[config.mk]
export PLATFORM = sky130hd
export DESIGN_NAME = amc_accu_motion_exec
export DESIGN_NICKNAME = d
export VERILOG_FILES = /design/src/amc_frame_rx.sv /design/src/amc_accu_motion_exec.sv
export SDC_FILE = /design/constraint.sdc
export NUM_CORES = 1
export LEC_CHECK = 0
export ABC_CLOCK_PERIOD_IN_PS = 6350
export BUFFER_PORTS_ARGS = -buffer_cell sky130_fd_sc_hd__buf_2
export CORE_MARGIN = 8
export CORE_UTILIZATION = 40
export DETAILED_ROUTE_END_ITERATION = 8
export GPL_TIMING_DRIVEN = 0
export PLACE_DENSITY = 0.65
export RECOVER_POWER = 100
export SLEW_MARGIN = 20
export SYNTH_ARGS = -nofsm -noshare
export SYNTH_HDL_FRONTEND = slang
export SYNTH_SLANG_ARGS = --single-unit
[constraint.sdc]
create_clock -name clock -period 6.35 [get_ports clock]
set_input_delay 0 -clock clock [delete_from_list [all_inputs] [get_ports clock]]
set_output_delay 0 -clock clock [all_outputs]
set_load 0.1 [all_outputs]
[src/amc_frame_rx.sv]
// ****************************************************************
// shared constants and carriers
// ****************************************************************
package amc_pkg;
   localparam int          FRAME_BYTES    = 9;
   localparam logic [7:0]  INS_MOVE_XREG  = 8'h2F;
   localparam logic [7:0]  INS_ROT_DN     = 8'h32;
   localparam logic [7:0]  INS_ROT_UP     = 8'h33;
   localparam logic [7:0]  INS_ROT_DN_X   = 8'h34;
   localparam logic [7:0]  INS_ROT_UP_X   = 8'h35;
   localparam logic [7:0]  TYPE_ABSOLUTE_TARGET         = 8'h00;
   localparam logic [7:0]  TYPE_RELATIVE_OFFSET_TARGET  = 8'h01;
   localparam logic [7:0]  TYPE_STORED_POINT_TARGET     = 8'h02;
   localparam logic [7:0]  PARAM_TGT_POS  = 8'h00;
   localparam logic [7:0]  PARAM_TGT_VEL  = 8'h02;
   localparam logic [7:0]  ST_OK          = 8'h64;
   localparam logic [7:0]  ST_BAD_SUM     = 8'h01;
   localparam logic [7:0]  ST_BAD_CMD     = 8'h02;
   localparam logic [7:0]  ST_BAD_TYPE    = 8'h03;
   localparam logic [7:0]  ST_BAD_VALUE   = 8'h04;
   localparam logic [1:0]  AXIS_MAX       = 2'h2;
   localparam logic [3:0]  CNT_LAST       = 4'h8;

   typedef struct packed {
      logic [7:0]  addr;
      logic [7:0]  instr;
      logic [7:0]  typ;
      logic [7:0]  bank;
      logic [31:0] value;
      logic        sum_ok;
   } amc_frame_type;

   typedef enum logic {MODE_VELOCITY, MODE_POSITION} amc_mode_type;

   typedef struct packed {
      logic [1:0]   axis;
      amc_mode_type mode;
      logic [7:0]   param;
      logic [31:0]  value;
      logic         dir_up;
   } amc_cmd_type;

   typedef struct packed {
      logic [7:0]  addr;
      logic [7:0]  status;
      logic [7:0]  instr;
      logic [31:0] value;
   } amc_reply_type;
endpackage

`timescale 1ns/1ps
`default_nettype none

// ****************************************************************
// frame assembler with running checksum
// ****************************************************************
module amc_frame_rx (
   input  wire logic           clock,
   input  wire logic           rst,
   input  wire logic           ce,
   input  wire logic [7:0]     rx_byte,
   input  wire logic           rx_valid,
   output var amc_pkg::amc_frame_type frame,
   output logic                frame_valid
);
   logic [3:0]              cnt_reg,   cnt_next;
   logic [7:0]              sum_reg,   sum_next;
   amc_pkg::amc_frame_type  fr_reg,    fr_next;
   logic                    fv_reg,    fv_next;

   always_comb begin
      cnt_next = cnt_reg;
      sum_next = sum_reg;
      fr_next  = fr_reg;
      fv_next  = 1'b0;
      if (rx_valid) begin
         // address, instr, type, bank, value msb first, checksum
         case (cnt_reg)
            4'h0: fr_next.addr  = rx_byte;
            4'h1: fr_next.instr = rx_byte;
            4'h2: fr_next.typ   = rx_byte;
            4'h3: fr_next.bank  = rx_byte;
            4'h4, 4'h5, 4'h6, 4'h7: fr_next.value = {fr_reg.value[23:0], rx_byte};
            default: fr_next.sum_ok = (rx_byte == sum_reg);
         endcase
         // sum wraps mod 256 by width
         sum_next = (cnt_reg == amc_pkg::CNT_LAST) ? 8'h00 : sum_reg + rx_byte;
         if (cnt_reg == amc_pkg::CNT_LAST) begin
            cnt_next = 4'h0;
            fv_next  = 1'b1;
         end else begin
            cnt_next = cnt_reg + 4'h1;
         end
      end
   end

   always_ff @(posedge clock) begin
      if (rst) begin
         cnt_reg <= 4'h0;
         sum_reg <= 8'h00;
         fr_reg  <= '0;
         fv_reg  <= 1'b0;
      end else if (ce) begin
         cnt_reg <= cnt_next;
         sum_reg <= sum_next;
         fr_reg  <= fr_next;
         fv_reg  <= fv_next;
      end
   end

   assign frame       = fr_reg;
   assign frame_valid = fv_reg;
endmodule

`default_nettype wire

[src/amc_accu_motion_exec.sv]
// Operation
// - a velocity taken from the accumulator is passed on unchanged as microsteps per second.
// - instruction 50 selects velocity mode and loads the accumulator into parameter 2, down.
// - instruction 51 selects velocity mode and loads the accumulator into parameter 2, up.
// - rotations with explicit axis take axis 0 to 2 from the bank byte, type and value ignored.
// - instruction 52 rotates down on the axis in the X register, frame fields ignored.
// - instruction 53 rotates up on the axis in the X register, frame fields ignored.
// - instruction 47 type 0 is absolute, 1 relative, 2 stored coordinate; bank, value ignored.
// - positioning writes the target into parameter 0 of the axis in the X register.
// - positioning replies at once and further commands are taken while the motor moves.
// - a later rotation overrides a positioning move in progress.
// - position arithmetic wraps at 32 bits; the host keeps distances within 2147483647.
// - relative positioning adds the accumulator to the axis's actual position.
// - coordinate positioning moves to the axis's stored coordinate.
// - a frame is address, instruction, type, bank, four value bytes msb first, checksum.
`timescale 1ns/1ps
`default_nettype none

module amc_accu_motion_exec #(
   parameter logic [7:0] MODULE_ADDR = 8'h01,
   parameter int         AXES        = 3
) (
   input  wire logic                   clock,
   input  wire logic                   rst,
   input  wire logic                   ce,
   input  wire logic [7:0]             rx_byte,
   input  wire logic                   rx_valid,
   input  wire logic [31:0]            accu,
   input  wire logic [31:0]            xreg,
   input  wire logic [AXES-1:0][31:0]  actual_pos,
   input  wire logic [AXES-1:0][31:0]  stored_point,
   output var amc_pkg::amc_cmd_type    axis_cmd,
   output logic                        axis_cmd_valid,
   output var amc_pkg::amc_reply_type  reply,
   output logic                        reply_valid
);
   // ****************************************************************
   // parameter check
   // ****************************************************************
   if (AXES != 3) begin : g_axes_check
      $error("axis count must be 3");
   end

   // ****************************************************************
   // frame intake
   // ****************************************************************
   amc_pkg::amc_frame_type frame;
   logic                   frame_valid;

   amc_frame_rx u_rx (
      .clock       (clock),
      .rst         (rst),
      .ce          (ce),
      .rx_byte     (rx_byte),
      .rx_valid    (rx_valid),
      .frame       (frame),
      .frame_valid (frame_valid)
   );

   // ****************************************************************
   // decode and execute
   // ****************************************************************
   typedef enum logic {S_IDLE, S_EXEC} amc_state_type;

   amc_state_type           state_reg,  state_next;
   amc_pkg::amc_frame_type  hold_reg,   hold_next;
   amc_pkg::amc_cmd_type    cmd_reg,    cmd_next;
   logic                    cv_reg,     cv_next;
   amc_pkg::amc_reply_type  rep_reg,    rep_next;
   logic                    rv_reg,     rv_next;

   logic [1:0]  ax_bank;
   logic [1:0]  ax_x;
   logic        bank_ok;
   logic        x_ok;

   // axis range checks; x register out of range is refused, not truncated
   assign ax_bank = hold_reg.bank[1:0];
   assign ax_x    = xreg[1:0];
   assign bank_ok = (hold_reg.bank[7:2] == 6'h00) && (ax_bank <= amc_pkg::AXIS_MAX);
   assign x_ok    = (xreg[31:2] == 30'h0) && (ax_x <= amc_pkg::AXIS_MAX);

   always_comb begin
      state_next = state_reg;
      hold_next  = hold_reg;
      cmd_next   = cmd_reg;
      cv_next    = 1'b0;
      rep_next   = rep_reg;
      rv_next    = 1'b0;
      case (state_reg)
         S_IDLE: begin
            // frames for other addresses pass silently
            if (frame_valid && frame.addr == MODULE_ADDR) begin
               hold_next  = frame;
               state_next = S_EXEC;
            end
         end
         default: begin
            state_next     = S_IDLE;
            rv_next        = 1'b1;
            rep_next.addr  = MODULE_ADDR;
            rep_next.instr = hold_reg.instr;
            rep_next.value = 32'h0000_0000;
            rep_next.status = amc_pkg::ST_OK;
            cmd_next.value  = accu;
            cmd_next.mode   = amc_pkg::MODE_VELOCITY;
            cmd_next.param  = amc_pkg::PARAM_TGT_VEL;
            cmd_next.dir_up = 1'b0;
            cmd_next.axis   = ax_x;
            if (!hold_reg.sum_ok) begin
               rep_next.status = amc_pkg::ST_BAD_SUM;
            end else if (hold_reg.instr == amc_pkg::INS_ROT_DN ||
                         hold_reg.instr == amc_pkg::INS_ROT_UP) begin
               cmd_next.axis   = ax_bank;
               cmd_next.dir_up = (hold_reg.instr == amc_pkg::INS_ROT_UP);
               if (bank_ok) begin
                  cv_next = 1'b1;
               end else begin
                  rep_next.status = amc_pkg::ST_BAD_VALUE;
               end
            end else if (hold_reg.instr == amc_pkg::INS_ROT_DN_X ||
                         hold_reg.instr == amc_pkg::INS_ROT_UP_X) begin
               cmd_next.dir_up = (hold_reg.instr == amc_pkg::INS_ROT_UP_X);
               if (x_ok) begin
                  cv_next = 1'b1;
               end else begin
                  rep_next.status = amc_pkg::ST_BAD_VALUE;
               end
            end else if (hold_reg.instr == amc_pkg::INS_MOVE_XREG) begin
               cmd_next.mode  = amc_pkg::MODE_POSITION;
               cmd_next.param = amc_pkg::PARAM_TGT_POS;
               // direction is left to the ramp unit, which takes the short way
               cmd_next.dir_up = 1'b0;
               if (!x_ok) begin
                  rep_next.status = amc_pkg::ST_BAD_VALUE;
               end else if (hold_reg.typ == amc_pkg::TYPE_ABSOLUTE_TARGET) begin
                  cv_next = 1'b1;
               end else if (hold_reg.typ == amc_pkg::TYPE_RELATIVE_OFFSET_TARGET) begin
                  cmd_next.value = actual_pos[ax_x] + accu;
                  cv_next        = 1'b1;
               end else if (hold_reg.typ == amc_pkg::TYPE_STORED_POINT_TARGET) begin
                  cmd_next.value = stored_point[ax_x];
                  cv_next        = 1'b1;
               end else begin
                  rep_next.status = amc_pkg::ST_BAD_TYPE;
               end
            end else begin
               rep_next.status = amc_pkg::ST_BAD_CMD;
            end
         end
      endcase
   end

   always_ff @(posedge clock) begin
      if (rst) begin
         state_reg <= S_IDLE;
         hold_reg  <= '0;
         cmd_reg   <= '0;
         cv_reg    <= 1'b0;
         rep_reg   <= '0;
         rv_reg    <= 1'b0;
      end else if (ce) begin
         state_reg <= state_next;
         hold_reg  <= hold_next;
         cmd_reg   <= cmd_next;
         cv_reg    <= cv_next;
         rep_reg   <= rep_next;
         rv_reg    <= rv_next;
      end
   end

   assign axis_cmd       = cmd_reg;
   assign axis_cmd_valid = cv_reg;
   assign reply          = rep_reg;
   assign reply_valid    = rv_reg;
endmodule

`default_nettype wire

# Yosys cells after proc, flatten, opt, wreduce, memory -nomap -nowiden
# Cells that the tools add are included.
# classes
n_reduce_logical	18
order_cmp	3
eq_ne	17
add_sub_neg	3
n_mux	43
bitwise	2
# ops
op	count
$mux 32	6
$bmux 32 s2	2
$mux 41	2
$mux 7	7
$mux 44	1
$mux 42	1
$eq 8x6->1 const B	5
$add 32x32->32	1
$mux 8	4
$logic_not 30->1	1
$mux 1	18
$reduce_and 3->1	6
$eq 4x3->1 const B	4
$eq 8x1->1 const B	2
$add 8x8->8	1
$eq 4x2->1 const B	2
$eq 8x2->1 const B	1
$eq 8x8->1	1
$logic_not 8->1	1
$reduce_or 8->1	1
$logic_not 6->1	1
$add 4x1->4 const B	1
$eq 4x1->1 const B	1
$eq 4x4->1 const B	1
9 further kinds	15
# word_totals
inputBits	268
register_bits	135
output_inout_bits	102

# Logic depth before layout (Yosys ltp)
# Gate-level depths: netlist (run 1).
# depth
depth_word	10
depth_mapped	17
depth_no_buf	14

# Modules after synthesis
# From an unflattened synthesis (run 1), not the netlist that was laid out.
# unflattened
hier_cells	1326
hier_area_um2	10144.7
# by_module_without_submodules
mod	n_inst	area_each_um2	cells_per_inst
amc_accu_motion_exec	1	6935.4	925
amc_frame_rx	1	3209.3	401

# Worst setup path before layout (run 1)
# Ideal clock, no wire load.
# synth_path
kind	input to register
start	input port xreg[1]
end	register cmd_reg (netlist bit axis_cmd[29])
path_stages	16
path_buffers	4
arrival_time_ns	3.873
required_time_ns	6.218
path_slack_ns	2.346
setup_ns	0.132
path_cell_list	buf_1 clkbuf_1 buf_1 mux2i_1 o21ai_0 ha_1 clkbuf_1 a21o_1 a211o_1 a2111o_1 a31oi_1 o21ai_0 nor3b_1 o41ai_1 o2111a_1 nor3_1
# synth_between
elab_chain_cells	10
elab_cells_between_ends	15
cone_classes	1 x add/sub; 1 x order compare; 12 x mux; 1 x reduce/logical
# synth_rtl
item	line	text
start: declaration	amc_accu_motion_exec.sv:29	input wire logic [31:0] xreg,
$bmux 32 s2 (on tied branches)	amc_accu_motion_exec.sv:139, amc_accu_motion_exec.sv:142	
$mux 32 (on tied branches)	amc_accu_motion_exec.sv:139, amc_accu_motion_exec.sv:142	
$add 32x32->32 or $mux 32 (tied branches)	amc_accu_motion_exec.sv:139, amc_accu_motion_exec.sv:141	
$mux 32	amc_accu_motion_exec.sv:138	end else if (hold_reg.typ == amc_pkg::TYPE_RELATIVE_OFFSET_TARGET) begin
$mux 32	amc_accu_motion_exec.sv:136	end else if (hold_reg.typ == amc_pkg::TYPE_ABSOLUTE_TARGET) begin
$mux 32 *	amc_accu_motion_exec.sv:134	if (!x_ok) begin
$mux 42 *	amc_accu_motion_exec.sv:129	end else if (hold_reg.instr == amc_pkg::INS_MOVE_XREG) begin
$mux 41 *	amc_accu_motion_exec.sv:121	end else if (hold_reg.instr == amc_pkg::INS_ROT_DN_X ||
$mux 41 *	amc_accu_motion_exec.sv:112	end else if (hold_reg.instr == amc_pkg::INS_ROT_DN ||
$mux 44 *	amc_accu_motion_exec.sv:110	if (!hold_reg.sum_ok) begin
end signal: assignment	amc_accu_motion_exec.sv:165	cmd_reg <= cmd_next;
end: declaration	amc_accu_motion_exec.sv:67	amc_pkg::amc_cmd_type cmd_reg, cmd_next;
# Mark *: on every way between the ends. The rest lies on a longest branch, timed or not. The select of a mux whose other input is x is not followed.
# A chain may end at the register's enable or synchronous reset.

# Final worst setup path (run 1)
# Ends and elaborated chain as after synthesis.

==> results.tsv, run 1 <==
metric	value	unit
outcome	complete, no violations	
cts.sinks	124	
tritoncts	done	
synthTopCellsByArea	dfxtp_1, mux2i_1, nand2_1	
syn_avg_cell_area	7.52	um^2
clkLatencyLatePin	0.43	ns
synth_seq_cells	124	
syn_area	8980	um^2
grt-ovfl-total	0	
ys_warn_count	0	
path_class	in -> reg	
core	22400	um^2
port_buffers	319	
fp.dieW	166	um
drt_iter0_markers	762	
grt_max_degree	17	
crit_path_start	xreg[1]	
cts_buffer_depth	2	
viasPerCell	5.43	
cpPeakStageDelay	0.76	ns
synth_top_area_share	27.7	%
finalCritPeriodShare	85.4	%
endpoint_kind	flip-flop	
dr_total_vias	10400	
yosys.area_share.adder	6.30	%
wirelength	38300	um
min_path_cells	5	
synth-edff-count	0	
reg2reg_to	axis_cmd[21]	
crit_top_cell	clkbuf_1	
drc	0	
netSwitchingFraction	34.8	%
cp_num_buf_inv	5	
worstPathCellList	clkbuf_1 -> clkbuf_1 -> clkbuf_1 -> clkbuf_1 -> mux2i_1 -> o21ai_0 -> ha_1 -> clkbuf_1 -> a21o_1 -> a211o_1 -> a2111o_1 -> a31oi_1 -> o21ai_0 -> nor3b_1 -> o41ai_1 -> o2111a_1 -> nor3_1	
worstPathArrival	5.70	ns
power_leakage	5.43	nW
fin_ws	0.925	ns
combPwrFrac	27.8	%
rrSetupSlack	2.90	ns
syn_inst	1194	
utilization	53.5	%
grt_usage	26.7	%
final-setup-viol-count	0	
fin_crit	5.42	ns
async_reset_ff_share	0	%
grt_pass1_wl	58200	um
tns	0	ns
worst_slew_pin_slew	1.35	ns
clkTransAtPathRegs	0.06	ns
cts_setup_buffers	0	
htreeDepth	4	
power_density	197	nW/um^2
io_pins	370	
synthXorXnorAreaFrac	3.22	%
max_freq	184	MHz
ys_types	72	
final-max-slew-violation-count	0	
cts.repair.resized	0	
finalNetCount	1930	
rsz0062_at_grt	false	
yosys-top-cells-count	nand2_1, a21oi_1, dfxtp_1	
synthMuxAreaShare	10.1	%
p_switching	0.000818	W
synth_flop_cell	dfxtp_1	
numCtsBuffers	17	
synthSimpleGateAreaFrac	21.9	%
hold_end	axis_cmd[12]	
fin_worst_skew	0.0151	ns
finalHoldViolations	0	
fp.dieArea	27500	um^2
die-height	166	um
totalPowerFinal	0.00235	W
cp.required	6.62	ns
largest_reg_flops	37	
seq_area_frac_synth	27.7	%
seqPwrFrac	33.7	%
hpwl	30900	um
synth_top_area_cell	dfxtp_1	
drv_cap	0	
synth_compound_area_share	22.8	%
ant_nets	0	
dr.pass1.iters	7	
min_from	stored_point[43]	
slowest_stage	clkbuf_1	
peakVddDrop	0.000189	V
gp_congestion	0.991	
area_growth	33.3	%
synth_most_common_cell	nand2_1	
rr_worst_depth	11	
p_int	0.00153	W
antenna_found_initial	4	
final_layout_size_suffix_gt1_share	22.0	%
post_drt_wl_per_cell	19.9	um
slew_headroom	10.2	%
path_delay_family	buffers and inverters	
synth_top_family_by_area	compound AO/OA/AOI/OAI gates	
start_util	40.1	%
grt_pass1_vias	9988	
root_buffer	clkbuf_16	
worst-path-max-fanout	10	
power_frac_clock	38.6	%
critPathLaunchType	primary input	
pre_cts_slack	0.710	ns
std_cell_rows	55	
holdCritPathClass	in -> reg	
timing.rr.start	hold_reg[44]	
## worst register-to-register path, cell delays in order, from the launching register on
cell,delay [ns]
dfxtp_1,0.31
or4_1,0.56
or3_1,0.46
nor3_1,0.23
and4b_1,0.22
clkbuf_2,0.16
a21oi_1,0.51
a22oi_1,0.14
nor2_1,0.12
a21oi_1,0.05
dlygate4sd3_1,0.56
o21ai_0,0.06
## per-stage QoR
step | area, um^2 | cells | hold WS [ns]
6_report | 12000 | 1919 | 0.0127
3_3_place_gp | 11100 | 1846 | 0.281
5_1_grt | 12000 | 1919 | 0.0311
4_1_cts | 12000 | 1916 | 0.000214
3_5_place_dp | 11100 | 1846 | 0.295
2_1_floorplan | 9160 | 1242 | 0.129
## how the worst max path moves through the flow
stage / to / cells after the start
6_report: axis_cmd[29] / 17
5_1_grt: axis_cmd[29] / 17
4_1_cts: axis_cmd[29] / 17
3_5_place_dp: axis_cmd[29] / 17
3_3_place_gp: axis_cmd[29] / 17
2_1_floorplan: axis_cmd[29] / 16
## area by class of cell
type                    instances  area, um^2
flip-flops and latches        124        2480
clock buffers                  18         429
repair buffers                357        1910
fillers                      2223       10400
diodes                          3        7.51
plain buffers                 125         669
multi-input cells             982        5960
well taps                     285         357
clock inverters                14         111
inverters                      11        41.3
## metal layers
layer,up-vias,share of wire [%],track usage (%)
met2,432,50,46.9
met3,69,6.9,5.70
met1,4873,41,31.9
met4,2,3.0,8.93
met5,-,0.031,0
li1,5047,-,-
## power by group through the flow
stage,logic (W),registers (W),clock network (W)
2_1_floorplan,0.000445,0.000808,0
3_3_place_gp,0.000624,0.000809,0
3_5_place_dp,0.000628,0.000809,0
4_1_cts,0.000646,0.000792,0.000918
5_1_grt,0.000705,0.000793,0.000953
6_report,0.000654,0.000792,0.000907
## placed cells by master (no fill, tap or decap), drive strengths merged, types with 12 or more instances in the layout
master       netlist  final
a21o              21     21
a21oi            126    126
a31oi             12     12
buf               63    322
clkbuf            62    140
conb               1     49
dfxtp            124    124
dlygate4sd3        0     38
ha                42     42
inv               11     17
mux2i             91     91
nand2            188    188
nand3             49     49
nor2              91     91
nor3              19     19
nor4              15     15
o211ai            17     17
o21ai             88     88
o22ai             16     16
xnor2             23     23
## cell families (layout without fill, tap and decap cells)
| group | after synthesis | in the layout |
|---|---|---|
| AO/OA/AOI/OAI | 339 | 339 |
| XOR/XNOR | 33 | 33 |
| adder cells (fa/ha/maj) | 44 | 44 |
| buffers and inverters | 136 | 525 |
| flip-flops | 124 | 124 |
| multiplexers | 91 | 91 |
| other | 1 | 52 |
| AND/OR/NAND/NOR | 426 | 426 |
## timing repair
action                                  in CTS  in global routing
endpoints found under the setup margin       0                  0
hold buffers                                38                  0
hold endpoints to repair                    53                  0
Note: power is estimated with default switching activity, not from simulation.
==> inputs of run 2 (changes only) <==
--- a/config.mk
+++ b/config.mk
@@ -8,10 +8,10 @@
 export ABC_CLOCK_PERIOD_IN_PS = 6350
 export BUFFER_PORTS_ARGS = -buffer_cell sky130_fd_sc_hd__buf_2
 export CORE_MARGIN = 8
-export CORE_UTILIZATION = 40
+export CORE_UTILIZATION = 25
 export DETAILED_ROUTE_END_ITERATION = 8
 export GPL_TIMING_DRIVEN = 0
-export PLACE_DENSITY = 0.65
+export PLACE_DENSITY = 0.54
 export RECOVER_POWER = 100
 export SLEW_MARGIN = 20
 export SYNTH_ARGS = -nofsm -noshare
==> results.tsv, run 2 (synthesis gave the netlist of run 1 again) <==
metric	value	unit	change
outcome	complete, no violations		
min_from	stored_point[40]		
combPwrFrac	27.6	%	-0.2 points
dr_total_vias	10200		-1.7%
min_path_cells	5		unchanged
netSwitchingFraction	34.4	%	-0.35 points
hpwl	34700	um	+13%
grt-ovfl-total	0		unchanged
final_cell_mix	buf_2, nand2_1, a21oi_1, dfxtp_1, clkbuf_1		
seqPwrFrac	33.0	%	-0.7 points
rsz0062_at_grt	false		
reg2reg_to	axis_cmd[14]		
final_layout_size_suffix_gt1_share	22.1	%	+0.054 points
ant_nets	0		unchanged
cp_num_buf_inv	5		unchanged
fin_ws	1.13	ns	+0.203 ns
htreeDepth	4		unchanged
final_common_cell	buf_2		
worstPathCellList	clkbuf_1 -> clkbuf_2 -> clkbuf_1 -> clkbuf_1 -> mux2i_1 -> o21ai_0 -> ha_1 -> clkbuf_1 -> a21o_1 -> a211o_1 -> a2111o_1 -> a31oi_1 -> o21ai_0 -> nor3b_1 -> o41ai_1 -> o2111a_1 -> nor3_1		
fin_crit	5.22	ns	-0.203 ns
pre_cts_slack	0.244	ns	-0.466 ns
final-setup-viol-count	0		unchanged
grt_pass1_vias	10000		+0.44%
cts.repair.resized	0		unchanged
clkTransAtPathRegs	0.06	ns	about the same
power_leakage	5.43	nW	about the same
fp.dieArea	42200	um^2	+54%
port_buffers	319		unchanged
clkLatencyLatePin	0.43	ns	about the same
hold_end	axis_cmd[9]		
cp.required	6.63	ns	about the same
crit_top_cell	clkbuf_1		
tritoncts	done		
worstPathArrival	5.50	ns	-0.20 ns
timing.rr.start	hold_reg[44]		
max_freq	192	MHz	+3.9%
drv_cap	0		unchanged
worst_slew_pin_slew	1.34	ns	-0.0112 ns
core	35500	um^2	+59%
power_frac_clock	39.4	%	+0.8 points
cpPeakStageDelay	0.78	ns	+0.02 ns
dr.pass1.iters	6		-1
worst-path-max-fanout	10		unchanged
antenna_found_initial	3		-1
rr_worst_depth	9		-2
wirelength	42200	um	+10%
post_drt_wl_per_cell	20.2	um	+1.3%
viasPerCell	4.90		-9.8%
path_delay_family	compound AO/OA/AOI/OAI gates		
area_growth	35.5	%	
slew_headroom	11.0	%	+0.74 points
start_util	25.3	%	-15 points
grt_usage	19.2	%	-7.6 points
utilization	34.3	%	-19 points
grt_max_degree	17		unchanged
path_class	in -> reg		
final-max-slew-violation-count	0		unchanged
finalCritPeriodShare	82.2	%	-3.2 points
finalNetCount	1927		-0.16%
finalHoldViolations	0		unchanged
drt_iter0_markers	695		-8.8%
gp_congestion	0.918		-7.4%
peakVddDrop	0.000153	V	-19%
slowest_stage	clkbuf_1		
rrSetupSlack	2.68	ns	-0.22 ns
holdCritPathClass	in -> reg		
numCtsBuffers	17		unchanged
p_switching	0.000825	W	+0.85%
cts.sinks	124		unchanged
endpoint_kind	flip-flop		
io_pins	370		unchanged
critPathLaunchType	primary input		
cts_buffer_depth	2		unchanged
fp.dieW	205	um	+24%
fin_worst_skew	0.0101	ns	-0.00505 ns
std_cell_rows	69		+25%
largest_reg_flops	37		unchanged
p_int	0.00157	W	+2.4%
tns	0	ns	unchanged
root_buffer	clkbuf_16		
power_density	197	nW/um^2	+0.18%
grt_pass1_wl	61500	um	+5.6%
die-height	205	um	+24%
drc	0		unchanged
totalPowerFinal	0.00240	W	+1.9%
[run 2: changes by cell type in the layout (fill, tap and decap cells not counted), sizes merged]
| cell | before | now |
|---|---|---|
| buf | 322 | 321 |
| bufinv | 0 | 1 |
| clkinv | 3 | 4 |
| clkinvlp | 5 | 3 |
| diode | 3 | 2 |
| dlygate4sd3 | 38 | 35 |
[run 2: cell type report]
| class | instances | area (um^2) |
|---|---|---|
| plain buffers | 125 | 671 |
| well taps | 461 | 577 |
| clock buffers | 17 | 425 |
| multi-input cells | 982 | 5950 |
| flip-flops and latches | 124 | 2480 |
| diodes | 2 | 5.00 |
| repair buffers | 354 | 1880 |
| fillers | 3855 | 23300 |
| clock inverters | 14 | 136 |
| inverters | 11 | 41.3 |
[run 2: worst max path at each step]
stage	startpoint	endpoint	slack, ns	cells past startpoint
after floorplan	xreg[1]	axis_cmd[29]	2.35	16
after global placement	xreg[1]	axis_cmd[29]	0.41	17
after global routing	xreg[1]	axis_cmd[29]	0.79	17
after CTS	xreg[1]	axis_cmd[29]	0.70	17
final	xreg[1]	axis_cmd[29]	1.13	17
after detailed placement	xreg[1]	axis_cmd[29]	0.24	17
[run 2: layer usage]
metal  routed length, um  vias up  GRT usage [%]
met4                 755        2           5.21
met1               16600     4766           22.1
met3                3280       45           4.36
met2               21600      373           34.9
li1                    -     5056              -
met5                   8        -              0
[run 2: power groups by stage]
stage               Sequential [W]  Combinational [W]  Clock, W
floorplan                 0.000808           0.000445         0
global placement          0.000809           0.000637         0
detailed placement        0.000809           0.000642         0
CTS                       0.000792           0.000659  0.000970
global route              0.000793           0.000718   0.00100
finish                    0.000792           0.000661  0.000944
[run 2: through the flow]
stage | hold slack, ns | area (um^2) | cells
2_1_floorplan | 0.129 | 9160 | 1242
3_3_place_gp | 0.260 | 11300 | 2022
3_5_place_dp | 0.274 | 11300 | 2022
4_1_cts | 0.00132 | 12200 | 2088
5_1_grt | 0.0252 | 12200 | 2090
6_report | 0.00635 | 12200 | 2090
[run 2: worst reg2reg max path, stage by stage (launching register included)]
cell and delay [ns]:
dfxtp_1 0.31, or4_1 0.54, or3_1 0.45, nor3b_2 0.48, nor2_2 0.12, nor2_1 0.25
clkbuf_1 0.55, o221ai_1 0.19, o21ai_0 0.17, dlygate4sd3_1 0.55
[run 2: what timing repair did]
action,4_1_cts,5_1_grt
endpoints found under the hold margin,50,0
hold buffers,35,0
buffers inserted,0,0
